**config.mk**
```make
export PLATFORM = sky130hd
export DESIGN_NAME = focrm_regs
export DESIGN_NICKNAME = d
export VERILOG_FILES = /design/src/common/focrm_pkg.sv /design/src/rtl/focrm_mon_reg.sv /design/src/rtl/focrm_regs.sv
export SDC_FILE = /design/constraint.sdc
export NUM_CORES = 1
export LEC_CHECK = 0
export ABC_AREA = 1
export BUFFER_PORTS_ARGS = -buffer_cell sky130_fd_sc_hd__buf_2
export CAP_MARGIN = 0
export CORE_ASPECT_RATIO = 0.6
export CORE_MARGIN = 1
export CORE_UTILIZATION = 53
export CTS_BUF_LIST = sky130_fd_sc_hd__clkbuf_16
export CTS_CLUSTER_SIZE = 40
export DETAILED_ROUTE_END_ITERATION = 10
export HOLD_SLACK_MARGIN = 0.15
export PLACE_DENSITY = 0.8
export SLEW_MARGIN = 10
export SYNTH_ARGS = -nofsm -noshare
export SYNTH_HDL_FRONTEND = slang
export SYNTH_SLANG_ARGS = --single-unit
```
**constraint.sdc**
```tcl
create_clock -name i_core_clk -period 10.8 [get_ports i_core_clk]
set_input_delay 0.54 -clock i_core_clk [delete_from_list [all_inputs] [get_ports i_core_clk]]
set_output_delay 0.54 -clock i_core_clk [all_outputs]
set_load 0.005 [all_outputs]
```
**src/common/focrm_pkg.sv**
```systemverilog
// Constants, offsets and carrier types of the control-loop monitor bank
package focrm_pkg;

  localparam int unsigned FOCRM_DATA_W = 32;
  localparam int unsigned FOCRM_ADDR_W = 12;
  localparam int unsigned FOCRM_NUM_MON = 7;

  // Fixed-point scaling seen by software, kept for reference only
  localparam int unsigned FOCRM_FRAC_BITS = 27;
  localparam int unsigned FOCRM_VOLT_SCALE = 60;
  localparam int unsigned FOCRM_CURR_DIV = 8;

  typedef logic [FOCRM_ADDR_W-1:0] focrm_addr_t;
  typedef logic [FOCRM_DATA_W-1:0] focrm_word_t;

  // Slot of each monitor register inside the bank
  localparam int unsigned FOCRM_IDX_APPLIED_Q_VOLTAGE = 0;
  localparam int unsigned FOCRM_IDX_ALIGN_CURRENT_REF = 1;
  localparam int unsigned FOCRM_IDX_OPEN_LOOP_SPEED_REF = 2;
  localparam int unsigned FOCRM_IDX_OPEN_LOOP_TORQUE_CURRENT_REF = 3;
  localparam int unsigned FOCRM_IDX_CLOSED_LOOP_SPEED_REF = 4;
  localparam int unsigned FOCRM_IDX_FLUX_CURRENT_REF_CLOSED = 5;
  localparam int unsigned FOCRM_IDX_TORQUE_CURRENT_REF_CLOSED = 6;

  localparam focrm_addr_t FOCRM_OFS_APPLIED_Q_VOLTAGE = 12'h4E8;
  localparam focrm_addr_t FOCRM_OFS_ALIGN_CURRENT_REF = 12'h524;
  localparam focrm_addr_t FOCRM_OFS_OPEN_LOOP_SPEED_REF = 12'h53C;
  localparam focrm_addr_t FOCRM_OFS_OPEN_LOOP_TORQUE_CURRENT_REF = 12'h54C;
  localparam focrm_addr_t FOCRM_OFS_CLOSED_LOOP_SPEED_REF = 12'h5D2;
  localparam focrm_addr_t FOCRM_OFS_FLUX_CURRENT_REF_CLOSED = 12'h604;
  localparam focrm_addr_t FOCRM_OFS_TORQUE_CURRENT_REF_CLOSED = 12'h606;
  localparam focrm_addr_t FOCRM_OFS_CTRL = 12'h7F0;
  localparam focrm_addr_t FOCRM_OFS_STATUS = 12'h7F4;

  localparam focrm_addr_t FOCRM_MON_OFS [FOCRM_NUM_MON] = '{
    FOCRM_OFS_APPLIED_Q_VOLTAGE,
    FOCRM_OFS_ALIGN_CURRENT_REF,
    FOCRM_OFS_OPEN_LOOP_SPEED_REF,
    FOCRM_OFS_OPEN_LOOP_TORQUE_CURRENT_REF,
    FOCRM_OFS_CLOSED_LOOP_SPEED_REF,
    FOCRM_OFS_FLUX_CURRENT_REF_CLOSED,
    FOCRM_OFS_TORQUE_CURRENT_REF_CLOSED
  };

  localparam focrm_word_t FOCRM_MON_RESET = 32'h0000_0000;
  localparam focrm_word_t FOCRM_RD_IDLE = 32'h0000_0000;
  localparam int unsigned FOCRM_CTRL_HOLD_BIT = 0;
  localparam logic FOCRM_HOLD_RESET = 1'h0;

  typedef struct packed {
    logic wr;
    logic rd;
    focrm_addr_t addr;
    focrm_word_t wdata;
  } focrm_bus_req_s;

  typedef struct packed {
    logic valid;
    focrm_word_t value;
  } focrm_mon_upd_s;

endpackage

```
**src/rtl/focrm_mon_reg.sv**
```systemverilog
// One read-only monitor word, loaded only by the control algorithm
`timescale 1ns/10ps
module focrm_mon_reg (
  input wire logic i_core_clk,
  input wire logic i_rst_n,
  input wire focrm_pkg::focrm_mon_upd_s i_upd,
  input wire logic i_hold,
  output focrm_pkg::focrm_word_t o_value,
  output logic o_captured
);
  import focrm_pkg::*;

  focrm_word_t value_ff;
  logic nxt_capture;

  // Hold freezes the word so a multi-word read stays coherent
  always_comb begin
    nxt_capture = i_upd.valid && !i_hold;
  end

  always_ff @(posedge i_core_clk or negedge i_rst_n) begin
    if (!i_rst_n) begin
      value_ff <= FOCRM_MON_RESET;
    end else if (nxt_capture) begin
      value_ff <= i_upd.value;
    end
  end

  assign o_value = value_ff;
  assign o_captured = nxt_capture;
endmodule

```
**src/rtl/focrm_regs.sv**
```systemverilog
// Read-only bank of control-loop monitor registers on a plain register port
//
// Design decision made here: the address-and-strobe port.
`timescale 1ns/10ps
// Function
// - The applied q-axis voltage is a 32-bit read-only word scaled by 2^27 and 60/sqrt(3).
// - The rotor alignment current reference is a 32-bit read-only word scaled by 2^27 and base current/8.
// - The open-loop speed reference is a 32-bit read-only word scaled by 2^27 and the maximum speed.
// - The open-loop speed word holds the speed at which the motor hands over to closed loop.
// - The open-loop current reference is a 32-bit read-only word scaled by 2^27 and base current/8.
// - The closed-loop speed reference is a 32-bit read-only word scaled by 2^27 and the maximum speed.
// - The flux-loop d-axis current reference is a 32-bit read-only word scaled by 2^27 and base current/8.
// - The torque-loop q-axis current reference is a 32-bit read-only word scaled by 2^27 and base current/8.
// - Every monitor word reads zero after reset until the control algorithm loads it.
module focrm_regs (
  input wire logic i_core_clk,
  input wire logic i_resetn,
  input wire focrm_pkg::focrm_bus_req_s i_bus,
  input wire focrm_pkg::focrm_mon_upd_s i_applied_q_voltage,
  input wire focrm_pkg::focrm_mon_upd_s i_align_current_ref,
  input wire focrm_pkg::focrm_mon_upd_s i_open_loop_speed_ref,
  input wire focrm_pkg::focrm_mon_upd_s i_open_loop_torque_current_ref,
  input wire focrm_pkg::focrm_mon_upd_s i_closed_loop_speed_ref,
  input wire focrm_pkg::focrm_mon_upd_s i_flux_current_ref_closed,
  input wire focrm_pkg::focrm_mon_upd_s i_torque_current_ref_closed,
  output focrm_pkg::focrm_word_t o_rd_data,
  output logic o_rd_valid,
  output logic o_hold
);
  import focrm_pkg::*;

  logic [1:0] rst_sync_ff;
  logic rst_n;

  focrm_mon_upd_s mon_upd [FOCRM_NUM_MON];
  focrm_word_t mon_value [FOCRM_NUM_MON];
  logic [FOCRM_NUM_MON-1:0] captured;
  logic [FOCRM_NUM_MON-1:0] rd_sel;
  logic [FOCRM_NUM_MON-1:0] wr_sel;
  logic rd_unmapped;

  logic hold_ff;
  logic nxt_hold;
  logic [FOCRM_NUM_MON-1:0] fresh_ff;
  logic [FOCRM_NUM_MON-1:0] nxt_fresh;
  focrm_word_t rd_data_ff;
  focrm_word_t nxt_rd_data;
  logic rd_valid_ff;

  // One-hot decode of a bus address onto the monitor slots
  function automatic logic [FOCRM_NUM_MON-1:0] mon_sel(input focrm_addr_t addr);
    logic [FOCRM_NUM_MON-1:0] sel;
    sel = '0;
    for (int i = 0; i < FOCRM_NUM_MON; i++) begin
      sel[i] = (addr == FOCRM_MON_OFS[i]);
    end
    return sel;
  endfunction

  // Reset release is synchronised; assertion stays asynchronous
  always_ff @(posedge i_core_clk or negedge i_resetn) begin
    if (!i_resetn) begin
      rst_sync_ff <= 2'h0;
    end else begin
      rst_sync_ff <= {rst_sync_ff[0], 1'h1};
    end
  end

  assign rst_n = rst_sync_ff[1];

  always_comb begin
    mon_upd[FOCRM_IDX_APPLIED_Q_VOLTAGE] = i_applied_q_voltage;
    mon_upd[FOCRM_IDX_ALIGN_CURRENT_REF] = i_align_current_ref;
    mon_upd[FOCRM_IDX_OPEN_LOOP_SPEED_REF] = i_open_loop_speed_ref;
    mon_upd[FOCRM_IDX_OPEN_LOOP_TORQUE_CURRENT_REF] = i_open_loop_torque_current_ref;
    mon_upd[FOCRM_IDX_CLOSED_LOOP_SPEED_REF] = i_closed_loop_speed_ref;
    mon_upd[FOCRM_IDX_FLUX_CURRENT_REF_CLOSED] = i_flux_current_ref_closed;
    mon_upd[FOCRM_IDX_TORQUE_CURRENT_REF_CLOSED] = i_torque_current_ref_closed;
  end

  // Write data never reaches these words; only the update ports load them
  genvar g;
  generate
    for (g = 0; g < FOCRM_NUM_MON; g++) begin : g_mon
      focrm_mon_reg u_mon (
        .i_core_clk(i_core_clk),
        .i_rst_n(rst_n),
        .i_upd(mon_upd[g]),
        .i_hold(hold_ff),
        .o_value(mon_value[g]),
        .o_captured(captured[g])
      );
    end
  endgenerate

  assign rd_sel = i_bus.rd ? mon_sel(i_bus.addr) : '0;
  assign wr_sel = i_bus.wr ? mon_sel(i_bus.addr) : '0;

  // Read that hits no location of the bank
  assign rd_unmapped = i_bus.rd && !(|rd_sel)
    && i_bus.addr != FOCRM_OFS_CTRL && i_bus.addr != FOCRM_OFS_STATUS;

  // Control word: the only writable location
  always_comb begin
    nxt_hold = hold_ff;
    if (i_bus.wr && i_bus.addr == FOCRM_OFS_CTRL) begin
      nxt_hold = i_bus.wdata[FOCRM_CTRL_HOLD_BIT];
    end
  end

  always_ff @(posedge i_core_clk or negedge rst_n) begin
    if (!rst_n) begin
      hold_ff <= FOCRM_HOLD_RESET;
    end else begin
      hold_ff <= nxt_hold;
    end
  end

  // Fresh flags: a load in the same cycle as the read that clears wins
  always_comb begin
    nxt_fresh = (fresh_ff & ~rd_sel) | captured;
  end

  always_ff @(posedge i_core_clk or negedge rst_n) begin
    if (!rst_n) begin
      fresh_ff <= '0;
    end else begin
      fresh_ff <= nxt_fresh;
    end
  end

  // Read mux; unmapped addresses read zero
  always_comb begin
    nxt_rd_data = FOCRM_RD_IDLE;
    if (i_bus.rd) begin
      for (int i = 0; i < FOCRM_NUM_MON; i++) begin
        if (rd_sel[i]) begin
          nxt_rd_data = mon_value[i];
        end
      end
      if (i_bus.addr == FOCRM_OFS_CTRL) begin
        nxt_rd_data = {{(FOCRM_DATA_W-1){1'h0}}, hold_ff};
      end
      if (i_bus.addr == FOCRM_OFS_STATUS) begin
        nxt_rd_data = {{(FOCRM_DATA_W-FOCRM_NUM_MON){1'h0}}, fresh_ff};
      end
    end
  end

  // Read data stands only in the cycle after the strobe
  always_ff @(posedge i_core_clk or negedge rst_n) begin
    if (!rst_n) begin
      rd_data_ff <= FOCRM_RD_IDLE;
      rd_valid_ff <= 1'h0;
    end else begin
      rd_data_ff <= nxt_rd_data;
      rd_valid_ff <= i_bus.rd;
    end
  end

  assign o_rd_data = rd_data_ff;
  assign o_rd_valid = rd_valid_ff;
  assign o_hold = hold_ff;
endmodule

```
# Word level (Yosys, flattened, before mapping)
# Index checks and enable logic that the tools add are counted.
[classes]
n_eq_ne = 9
muxes = 11
n_bitwise = 3
n_reduce_logical = 9
[ops]
columns = ["op", "n"]
rows = [
  ["$mux 32", 10],
  ["$eq 12x11->1 const B", 9],
  ["$logic_and 1x1->1", 8],
  ["$and 7x7->7", 1],
  ["$mux 7", 1],
  ["$not 7->7", 1],
  ["$or 7x7->7", 1],
  ["$logic_not 1->1", 1],
]
[totals]
register_bits = 267
input_bits = 279
out_inout_bits = 34
elab_cells = 44

# Longest topological paths before layout
# Gate-level depths: netlist (run 1).
[depth]
depth_word = 12
mapped_depth = 17
mapped_depth_nobuf = 16

# Cells and area by module
# Synthesis (run 1) repeated with hierarchy kept, for this count alone.
[unflattened]
cells_unflattened = 1560
area_unflattened_um2 = 12906.1
[by_module_without_submodules]
columns = ["mod", "n_inst", "cells_each", "area_each_um2", "seq_area_each_um2"]
rows = [
  ["focrm_mon_reg", 7, 141, 1342.5, 800.8],
  ["focrm_regs", 1, 573, 3508.4, 1076.0],
]

# Worst setup path after synthesis (run 1)
# Ideal clock, no wire load.
[synth_path]
path_type = "input to register"
startpoint = "in i_bus[44] (netlist name)"
endpoint = "reg rd_data_ff[22] (netlist: o_rd_data[22])"
setup_time_ns = 0.117
arrival_time_ns = 1.687
required_time_ns = 10.683
slack_ns = 8.995
path_stages = 14
n_path_buf = 2
cell_sequence = "buf_4 inv_4 nor2_1 nand2_1 nor2_2 nand2_4 inv_2 buf_6 nand2_1 nand3_1 a221oi_2 nand3_1 o21ai_1 inv_1"
[synth_via]
elab_chain_cells = 11
[synth_rtl]
columns = ["item", "line", "source"]
rows = [
  ["start: declaration", "focrm_regs.sv:18", "input wire focrm_pkg::focrm_bus_req_s i_bus,"],
  ["$mux 7", "focrm_regs.sv:96", "assign rd_sel = i_bus.rd ? mon_sel(i_bus.addr) : '0;"],
  ["$mux 32 (7 in series)", "focrm_regs.sv:137", "if (rd_sel[i]) begin"],
  ["$mux 32", "focrm_regs.sv:141", "if (i_bus.addr == FOCRM_OFS_CTRL) begin"],
  ["$mux 32", "focrm_regs.sv:144", "if (i_bus.addr == FOCRM_OFS_STATUS) begin"],
  ["$mux 32 *", "focrm_regs.sv:135", "if (i_bus.rd) begin"],
  ["net nxt_rd_data[22]", "focrm_regs.sv:47", "focrm_word_t nxt_rd_data;"],
  ["end signal: assignment", "focrm_regs.sv:156", "rd_data_ff <= nxt_rd_data;"],
  ["end: declaration", "focrm_regs.sv:46", "focrm_word_t rd_data_ff;"],
]
# Mark *: on every way through the listed nets, which the timed path passes. The rest lies on a longest branch.
# A chain may end at the register's enable or synchronous reset.

==> results.md, run 1 <==
* Worst Path Max Fanout at 82
* Setup ws final at 8.369 ns
* Gr usage total at 0.2807
* Worst hold path type: input port to flip-flop
* Vias in the first global route at 8284
* #FFs+latches synth at 267
* First-pass iteration count of the detailed router at 5
* Crit-path most repeated cell: buf_4
* Sw Share at 0.2242
* Hold depth at 3
* EDFF count, synth at 0
* Fin. max-slew vios at 0
* Compound-Gate Fraction of Synth Area at 0.04373
* R2R Path End: g_mon[5].u_mon.o_value[13]
* TritonCTS clock tree: done
* Die W at 193.6 um
* Total Nets Final at 1575
* Tmin final at 2.431 ns
* Share of post-route cells with drive strength above 1 at 0.4434
* XOR/XNOR Fraction of Synth Area at 0
* Unrepaired setup endpoints after global routing: no
* Reg-to-Reg Start: rst_sync_ff[1]
* Antenna Violating Nets Remaining at 0
* I/O pin cnt at 313
* PD cells at 141.3 nW/um^2
* Num rows at 41
* Syn_area_per_cell at 11.46 sq um
* Fillers at 1678
* Num CTS Buffers at 25
* Gate power share at 0.064
* Global-route wire length before repair at 47670 um
* WL/cell at 19.71 um
* P_leak at 7.936 nW
* Seq/Total Area, Yosys at 0.5723
* Vias at 8609
* Worst skew pair latency at 0.52 ns
* Critical path depth in cells at 2
* Synth cell types at 35
* Net Count, Synth at 1298
* Worst setup path end: g_mon[5].u_mon.o_value[13]
* Sequential power share at 0.546
* Die area at 22650 sq um
* Max-cap viol count at 0
* Post-Syn Instances at 1019
* Final period util at 0.2251
* Vias per cell at 5.408
* Largest net degree at the start of global routing at 84
* Postcts setup bufs at 0
* Initial antenna violation count at 12
* Rel. slew slack at 0.2886
* DP HPWL at 22530 um
* Crit path launch: rst_sync_ff[1]
* Clock Sinks at 267
* Multiplexer area fraction after synthesis at 0.2122
* Startpoint Class: flip-flop
* F_max at 411.4 MHz
* Worst path slowest cell: buf_4
* Crit path buf inv count at 2
* Worst slew pin tran at 1.067 ns
* Post-synth top area share at 0.5723
* Initial Util at 0.5484
* Gpl congestion at 0.9135
* R2R Setup Slk at 8.37 ns
* Combinational family with the most area after synthesis: multiplexers
* Core area at 21290 sq um
* Ys Warns at 0
* Synth Area in Simple Gates at 0.1307
* Synthesized cell area at 11670 sq um
* Global route overflow at 0
* Ys flop type: dfrtp_1
* Synth area leaders: dfrtp_1, mux2_2, nand2_1
* Adder and majority gate portion of the synthesized area at 0
* Status: finished, final reports clean
* Clock Power Share at 0.390
* Post-Place Setup Slack at 8.053 ns
* Register area at 6685 sq um
* Final hold viol count at 0
* PortBufs at 281
* Final core utilization at 0.6578
* Setup TNS at 0 ns
* Cell Chain, Critical Path: buf_4 -> buf_4
* Commonest non-fill, non-tap cells in the layout: buf_2, dfrtp_1, nand2_1
* Internal at 1.535 mW
* Crit. End Element: asynchronous set/reset pin
* Worst-path clk slew at 0.06 ns
* Cell family with most CP delay: buffers and inverters
* Worst Reg2Reg Path Length in Cells at 2
* Worst path max stage delay at 0.90 ns
* Die Span Y at 117.0 um
* CTS max path bufs at 3
* Worst EP arrival at 3.03 ns
* Critical Path RT at 11.40 ns
* Asr flop ratio synth at 1.000
* Synth area leader: dfrtp_1
* NetSw at 443.7 uW
* Remaining DRCs at 0
* Final setup vio count at 0
* Number of DRC markers in iteration 0 at 499
* Most common cell after layout, fill and taps aside: buf_2
* Area growth syn-to-layout at 19.96%
* Crit Path Category: flip-flop to asynchronous set/reset pin
* Final wirelength at 31380 um
* CTS root buf: clkbuf_16
* H-tree Lvls at 1
* Max IR drop VDD at 0.0001340 V
* Multi-input gate area at 4521 sq um
* Final Skew at 0.009186 ns
[per-layer routing]
layer	wire length (um)	part of all wire	up-vias	track usage
li1	-	-	4013	-
met1	14830	0.47	4227	0.4263
met2	12820	0.41	317	0.3832
met3	3270	0.10	42	0.1020
met4	397	0.013	10	0.05067
met5	58	0.0018	-	0.004115
[state kept, by name (all words and copies together), names as in the netlist]
register / count
o_hold: 1
o_rd_data: 32
g_mon.u_mon.o_value: 224
fresh_ff: 7
rst_sync_ff: 2
o_rd_valid: 1
[stage by stage]
step	instance area, sq um	instances	power [mW]	hold slack (ns)
2_1_floorplan	11670	1019	1.155	0.2444
3_3_place_gp	13300	1547	1.218	0.3272
3_5_place_dp	13300	1547	1.225	0.3302
4_1_cts	13990	1587	1.996	0.2246
5_1_grt	14000	1590	2.054	0.2296
6_report	14000	1592	1.979	0.2472
[timing repair]
item / CTS / global route
endpoints found under the hold margin: 2 / 0
gates resized for setup: 0 / 0
hold buffers: 1 / 0
[power by group through the flow]
stage	sequential, mW	clock (mW)	combinational [mW]
floorplan	1.10	0	0.0550
global placement	1.10	0	0.123
detailed placement	1.10	0	0.127
CTS	1.08	0.788	0.129
global route	1.09	0.827	0.141
finish	1.08	0.772	0.127
[worst reg2reg max path, stage by stage (launching register included)]
cell and delay (ns):
dfrtp_4 0.86, buf_4 0.92, buf_4 0.70
[cell families (layout without fill, tap and decap cells)]
logic type / Yosys count / in the layout
AND/OR/NAND/NOR: 349 / 349
flip-flops: 267 / 267
multiplexers: 220 / 220
buffers and inverters: 109 / 398
AO/OA/AOI/OAI: 73 / 73
other: 1 / 6
[Yosys cell counts, types with 13 or more instances]
| master | count |
|---|---|
| nand3_1 | 36 |
| o21ai_1 | 13 |
| nor2_1 | 43 |
| dfrtp_1 | 267 |
| a21oi_1 | 13 |
| nand2_1 | 228 |
| nand4_1 | 15 |
| inv_1 | 54 |
| a221oi_1 | 18 |
| mux2_2 | 220 |
| o21ai_0 | 18 |
| buf_1 | 16 |
[worst min-delay path by stage]
stage / slack, ns / from / endpoint
floorplan: 0.24 / i_resetn / rst_sync_ff[0]
global placement: 0.33 / i_resetn / rst_sync_ff[0]
detailed placement: 0.33 / i_resetn / rst_sync_ff[0]
CTS: 0.22 / i_closed_loop_speed_ref[20] / g_mon[4].u_mon.o_value[20]
global route: 0.23 / i_closed_loop_speed_ref[20] / g_mon[4].u_mon.o_value[20]
finish: 0.25 / i_bus[0] / o_hold
[final cells by class]
class / count / area share
Timing Repair Buffer: 292 / 0.1065
Inverter: 67 / 0.01858
Multi-Input combinational cell: 643 / 0.3228
Antenna cell: 5 / 0.0008934
Tap cell: 279 / 0.02493
Sequential cell: 267 / 0.4774
Clock buffer: 25 / 0.04467
Clock inverter: 14 / 0.004288
(Power assumes the default switching activity.)
==> inputs of run 2 (changes only) <==
--- a/config.mk
+++ b/config.mk
@@ -5,17 +5,17 @@
 export SDC_FILE = /design/constraint.sdc
 export NUM_CORES = 1
 export LEC_CHECK = 0
-export ABC_AREA = 1
+export ABC_AREA = 0
 export BUFFER_PORTS_ARGS = -buffer_cell sky130_fd_sc_hd__buf_2
 export CAP_MARGIN = 0
 export CORE_ASPECT_RATIO = 0.6
 export CORE_MARGIN = 1
-export CORE_UTILIZATION = 53
+export CORE_UTILIZATION = 52
 export CTS_BUF_LIST = sky130_fd_sc_hd__clkbuf_16
 export CTS_CLUSTER_SIZE = 40
 export DETAILED_ROUTE_END_ITERATION = 10
 export HOLD_SLACK_MARGIN = 0.15
-export PLACE_DENSITY = 0.8
+export PLACE_DENSITY = 0.79
 export SLEW_MARGIN = 10
 export SYNTH_ARGS = -nofsm -noshare
 export SYNTH_HDL_FRONTEND = slang
==> constraint.sdc (replaced) <==
create_clock -name i_core_clk -period 2.25 [get_ports i_core_clk]
set_input_delay 0.1125 -clock i_core_clk [delete_from_list [all_inputs] [get_ports i_core_clk]]
set_output_delay 0.1125 -clock i_core_clk [all_outputs]
set_load 0.005 [all_outputs]
==> results.md, run 2 <==
* Combinational family with the most area after synthesis: multiplexers
* Crit path launch: i_bus[34]
* F_max at 443.5 MHz
* Multiplexer area fraction after synthesis at 0.2212 (+0.009018)
* Gpl congestion at 0.8614 (-5.7%)
* PD cells at 665.4 nW/um^2 (+370%)
* Net Count, Synth at 1095 (-16%)
* P_leak at 7.523 nW (-5.2%)
* First-pass iteration count of the detailed router at 5 (unchanged)
* Worst path slowest cell: or4b_4
* Initial antenna violation count at 5 (-7)
* Rel. slew slack at 0.4598 (+0.1712)
* Worst hold path type: input port to flip-flop
* Reg-to-Reg Start: o_hold
* Seq/Total Area, Yosys at 0.5912 (+0.01895)
* Num CTS Buffers at 24 (-4.0%)
* Cell family with most CP delay: simple AND/OR/NAND/NOR gates
* Multi-input gate area at 4412 sq um (-2.4%)
* Asr flop ratio synth at 1.000 (unchanged)
* Worst Path Max Fanout at 8 (-90%)
* Ys Warns at 0 (unchanged)
* Worst path max stage delay at 0.54 ns (-0.36 ns)
* Synth area leader: dfrtp_1
* Synth top cells by count: dfrtp_1, mux2_2, clkbuf_1, a22o_1, a21oi_1
* Compound-Gate Fraction of Synth Area at 0.1056 (+0.06190)
* Share of post-route cells with drive strength above 1 at 0.4460 (+0.002571)
* Synth cell types at 53 (+51%)
* Placed cells at 1369 (-12%)
* Initial Util at 0.5347 (-0.01371)
* Max-cap viol count at 0 (unchanged)
* Antenna Violating Nets Remaining at 0 (unchanged)
* Gr usage total at 0.3596 (+0.07885)
* Gate power share at 0.125 (+0.061)
* Largest net degree at the start of global routing at 86 (+2.4%)
* WL/cell at 24.37 um (+24%)
* Num rows at 41 (unchanged)
* Finished Layout Cells at 1644 (+3.3%)
* Final wirelength at 40070 um (+28%)
* Sequential power share at 0.497 (-0.049)
* Cell Chain, Critical Path: dlygate4sd3_1 -> buf_2 -> or4b_4 -> nor4_4 -> a222oi_1 -> a21oi_1 -> buf_4 -> o221ai_1 -> a21boi_1
* Post-synth top area share at 0.5912 (+0.01895)
* Crit Path Category: input port to flip-flop
* Final setup vio count at 1 (+1)
* Hold path startpoint: i_closed_loop_speed_ref[32]
* R2R Path End: o_hold
* Worst slew pin tran at 0.8103 ns (-0.2568 ns)
* Critical Path RT at 2.68 ns (-8.72 ns)
* Failing checks: negative setup slack
* Final Skew at 0.01011 ns (+0.0009233 ns)
* Register area at 6685 sq um (unchanged)
* DP HPWL at 24220 um (+7.5%)
* Worst Reg2Reg Path Length in Cells at 2 (unchanged)
* Die W at 192.3 um (-0.67%)
* Clock Power Share at 0.378 (-0.012)
* Max IR drop VDD at 0.0005737 V (+330%)
* Status: complete, but fails checks
* Largest register FFs at 224 (unchanged)
* Most frequent cell after synthesis: dfrtp_1
* TritonCTS clock tree: done
* Crit path buf inv count at 3 (+1)
* Worst Hold Slack at 0.2095 ns (-0.03765 ns)
* Setup ws final at -0.004986 ns (-8.374 ns)
* I/O pin cnt at 313 (unchanged)
* Core area at 21140 sq um (-0.72%)
* Area growth syn-to-layout at 46.31%
* Synth area leaders: dfrtp_1, mux2_2, a22o_1
* EDFF count, synth at 0 (unchanged)
* CTS max path bufs at 3 (unchanged)
* Fillers at 1219 (-27%)
* CTS root buf: clkbuf_16
* Vias at 9609 (+12%)
* Adder and majority gate portion of the synthesized area at 0 (unchanged)
* Sw Share at 0.2371 (+0.01290)
* Total Nets Final at 1627 (+3.3%)
* Startpoint Class: input port
* PortBufs at 281 (unchanged)
* Internal at 8.394 mW (+450%)
* Vias per cell at 5.845 (+8.1%)
* Hold depth at 4 (+1)
* R2R Setup Slk at 0.49 ns (-7.88 ns)
* Number of DRC markers in iteration 0 at 784 (+57%)
* Synth Area in Simple Gates at 0.05746 (-0.07328)
* Most common cell after layout, fill and taps aside: buf_2
* Die area at 22350 sq um (-1.3%)
* Tmin final at 2.255 ns
* Post-Syn Instances at 816 (-20%)
* XOR/XNOR Fraction of Synth Area at 0 (unchanged)
* Unrepaired setup endpoints after global routing: yes
* Final hold viol count at 0 (unchanged)
* Global route overflow at 0 (unchanged)
* Clock Sinks at 267 (unchanged)
* Syn_area_per_cell at 13.85 sq um (+21%)
* Remaining DRCs at 0 (unchanged)
* Worst skew pair latency at 0.51 ns (about the same)
* Global-route wire length before repair at 59350 um (+25%)
* Vias in the first global route at 10094 (+22%)
* Ys flop type: dfrtp_1
* Worst EP arrival at 2.68 ns (-0.35 ns)
* #FFs+latches synth at 267 (unchanged)
* Hold EP: g_mon[4].u_mon.o_value[5]
* H-tree Lvls at 1 (unchanged)
* Worst-path clk slew at 0.07 ns (about the same)
* Fin. max-slew vios at 0 (unchanged)
* Commonest non-fill, non-tap cells in the layout: buf_2, dfrtp_1, dlygate4sd3_1
* NetSw at 2.609 mW (+490%)
* Final period util at 1.002
* Die Span Y at 116.2 um (-0.66%)
* Crit. End Element: flip-flop
* Synthesized cell area at 11300 sq um (-3.2%)
## run 2: how the worst max path moves through the flow
| stage | endpoint | slack (ns) | cells past startpoint |
|---|---|---|---|
| finish | o_rd_data[3] | -0.005 | 9 |
| global route | o_rd_data[14] | -0.009 | 9 |
| CTS | o_rd_data[20] | 0.11 | 9 |
| detailed placement | o_rd_data[20] | 0.08 | 8 |
| global placement | o_rd_data[20] | 0.12 | 8 |
| floorplan | fresh_ff[0] | -0.42 | 0 |
## run 2: cells by family after synthesis
kind of cell,count (synthesis)
DFF,267
AOI/OAI and AO/OA,159
and+or+nand+nor,103
buffers and inverters,64
other,1
muxes,222
## run 2: worst reg2reg max path, cell delays in order (launching register included)
cell           delay [ns]
dfrtp_1              0.87
mux2_2               0.29
dlygate4sd3_1        0.54
## run 2: cell type report
cell class,instances,share of cell area
Sequential cell,267,0.4043
Multi-Input combinational cell,485,0.2668
Timing Repair Buffer,562,0.2589
Clock buffer,25,0.03784
Tap cell,279,0.02111
Clock inverter,14,0.008551
Inverter,8,0.001816
Antenna cell,4,0.0006054
## run 2: repair_timing
| action | CTS | global route |
|---|---|---|
| setup endpoints to repair | 0 | 6 |
| setup buffers | 0 | 1 |
| hold buffers | 231 | 0 |
| gates resized for setup | 0 | 1 |
| endpoints found under the hold margin | 236 | 0 |
## run 2: power by group through the flow
stage / sequential, mW / clock (mW) / combinational (mW)
detailed placement: 5.53 / 0 / 1.01
finish: 5.47 / 4.15 / 1.38
global route: 5.51 / 4.38 / 1.47
floorplan: 5.50 / 0 / 0.535
CTS: 5.45 / 4.16 / 1.33
global placement: 5.51 / 0 / 0.975
## run 2: through the flow
stage | setup WS [ns] | area, sq um | utilization | TNS (ns) | total power, mW
detailed placement | 0.07716 | 13430 | 0.6356 | 0 | 6.545
global route | -0.009404 | 16530 | 0.7822 | -0.01368 | 11.35
CTS | 0.1091 | 16510 | 0.7813 | 0 | 10.93
floorplan | -0.4239 | 11300 | - | -112.33 | 6.040
global placement | 0.1171 | 13430 | 0.6356 | 0 | 6.489
finish | -0.004986 | 16530 | 0.7823 | -0.004986 | 11.00
## run 2: layer usage
metal  track usage  routed length (um)  vias to the layer above
met5             0                  23                        -
met4        0.1081                 956                        4
met3        0.1127                4264                       93
li1              -                   -                     4124
met2        0.5621               18250                      556
met1        0.4851               16580                     4832
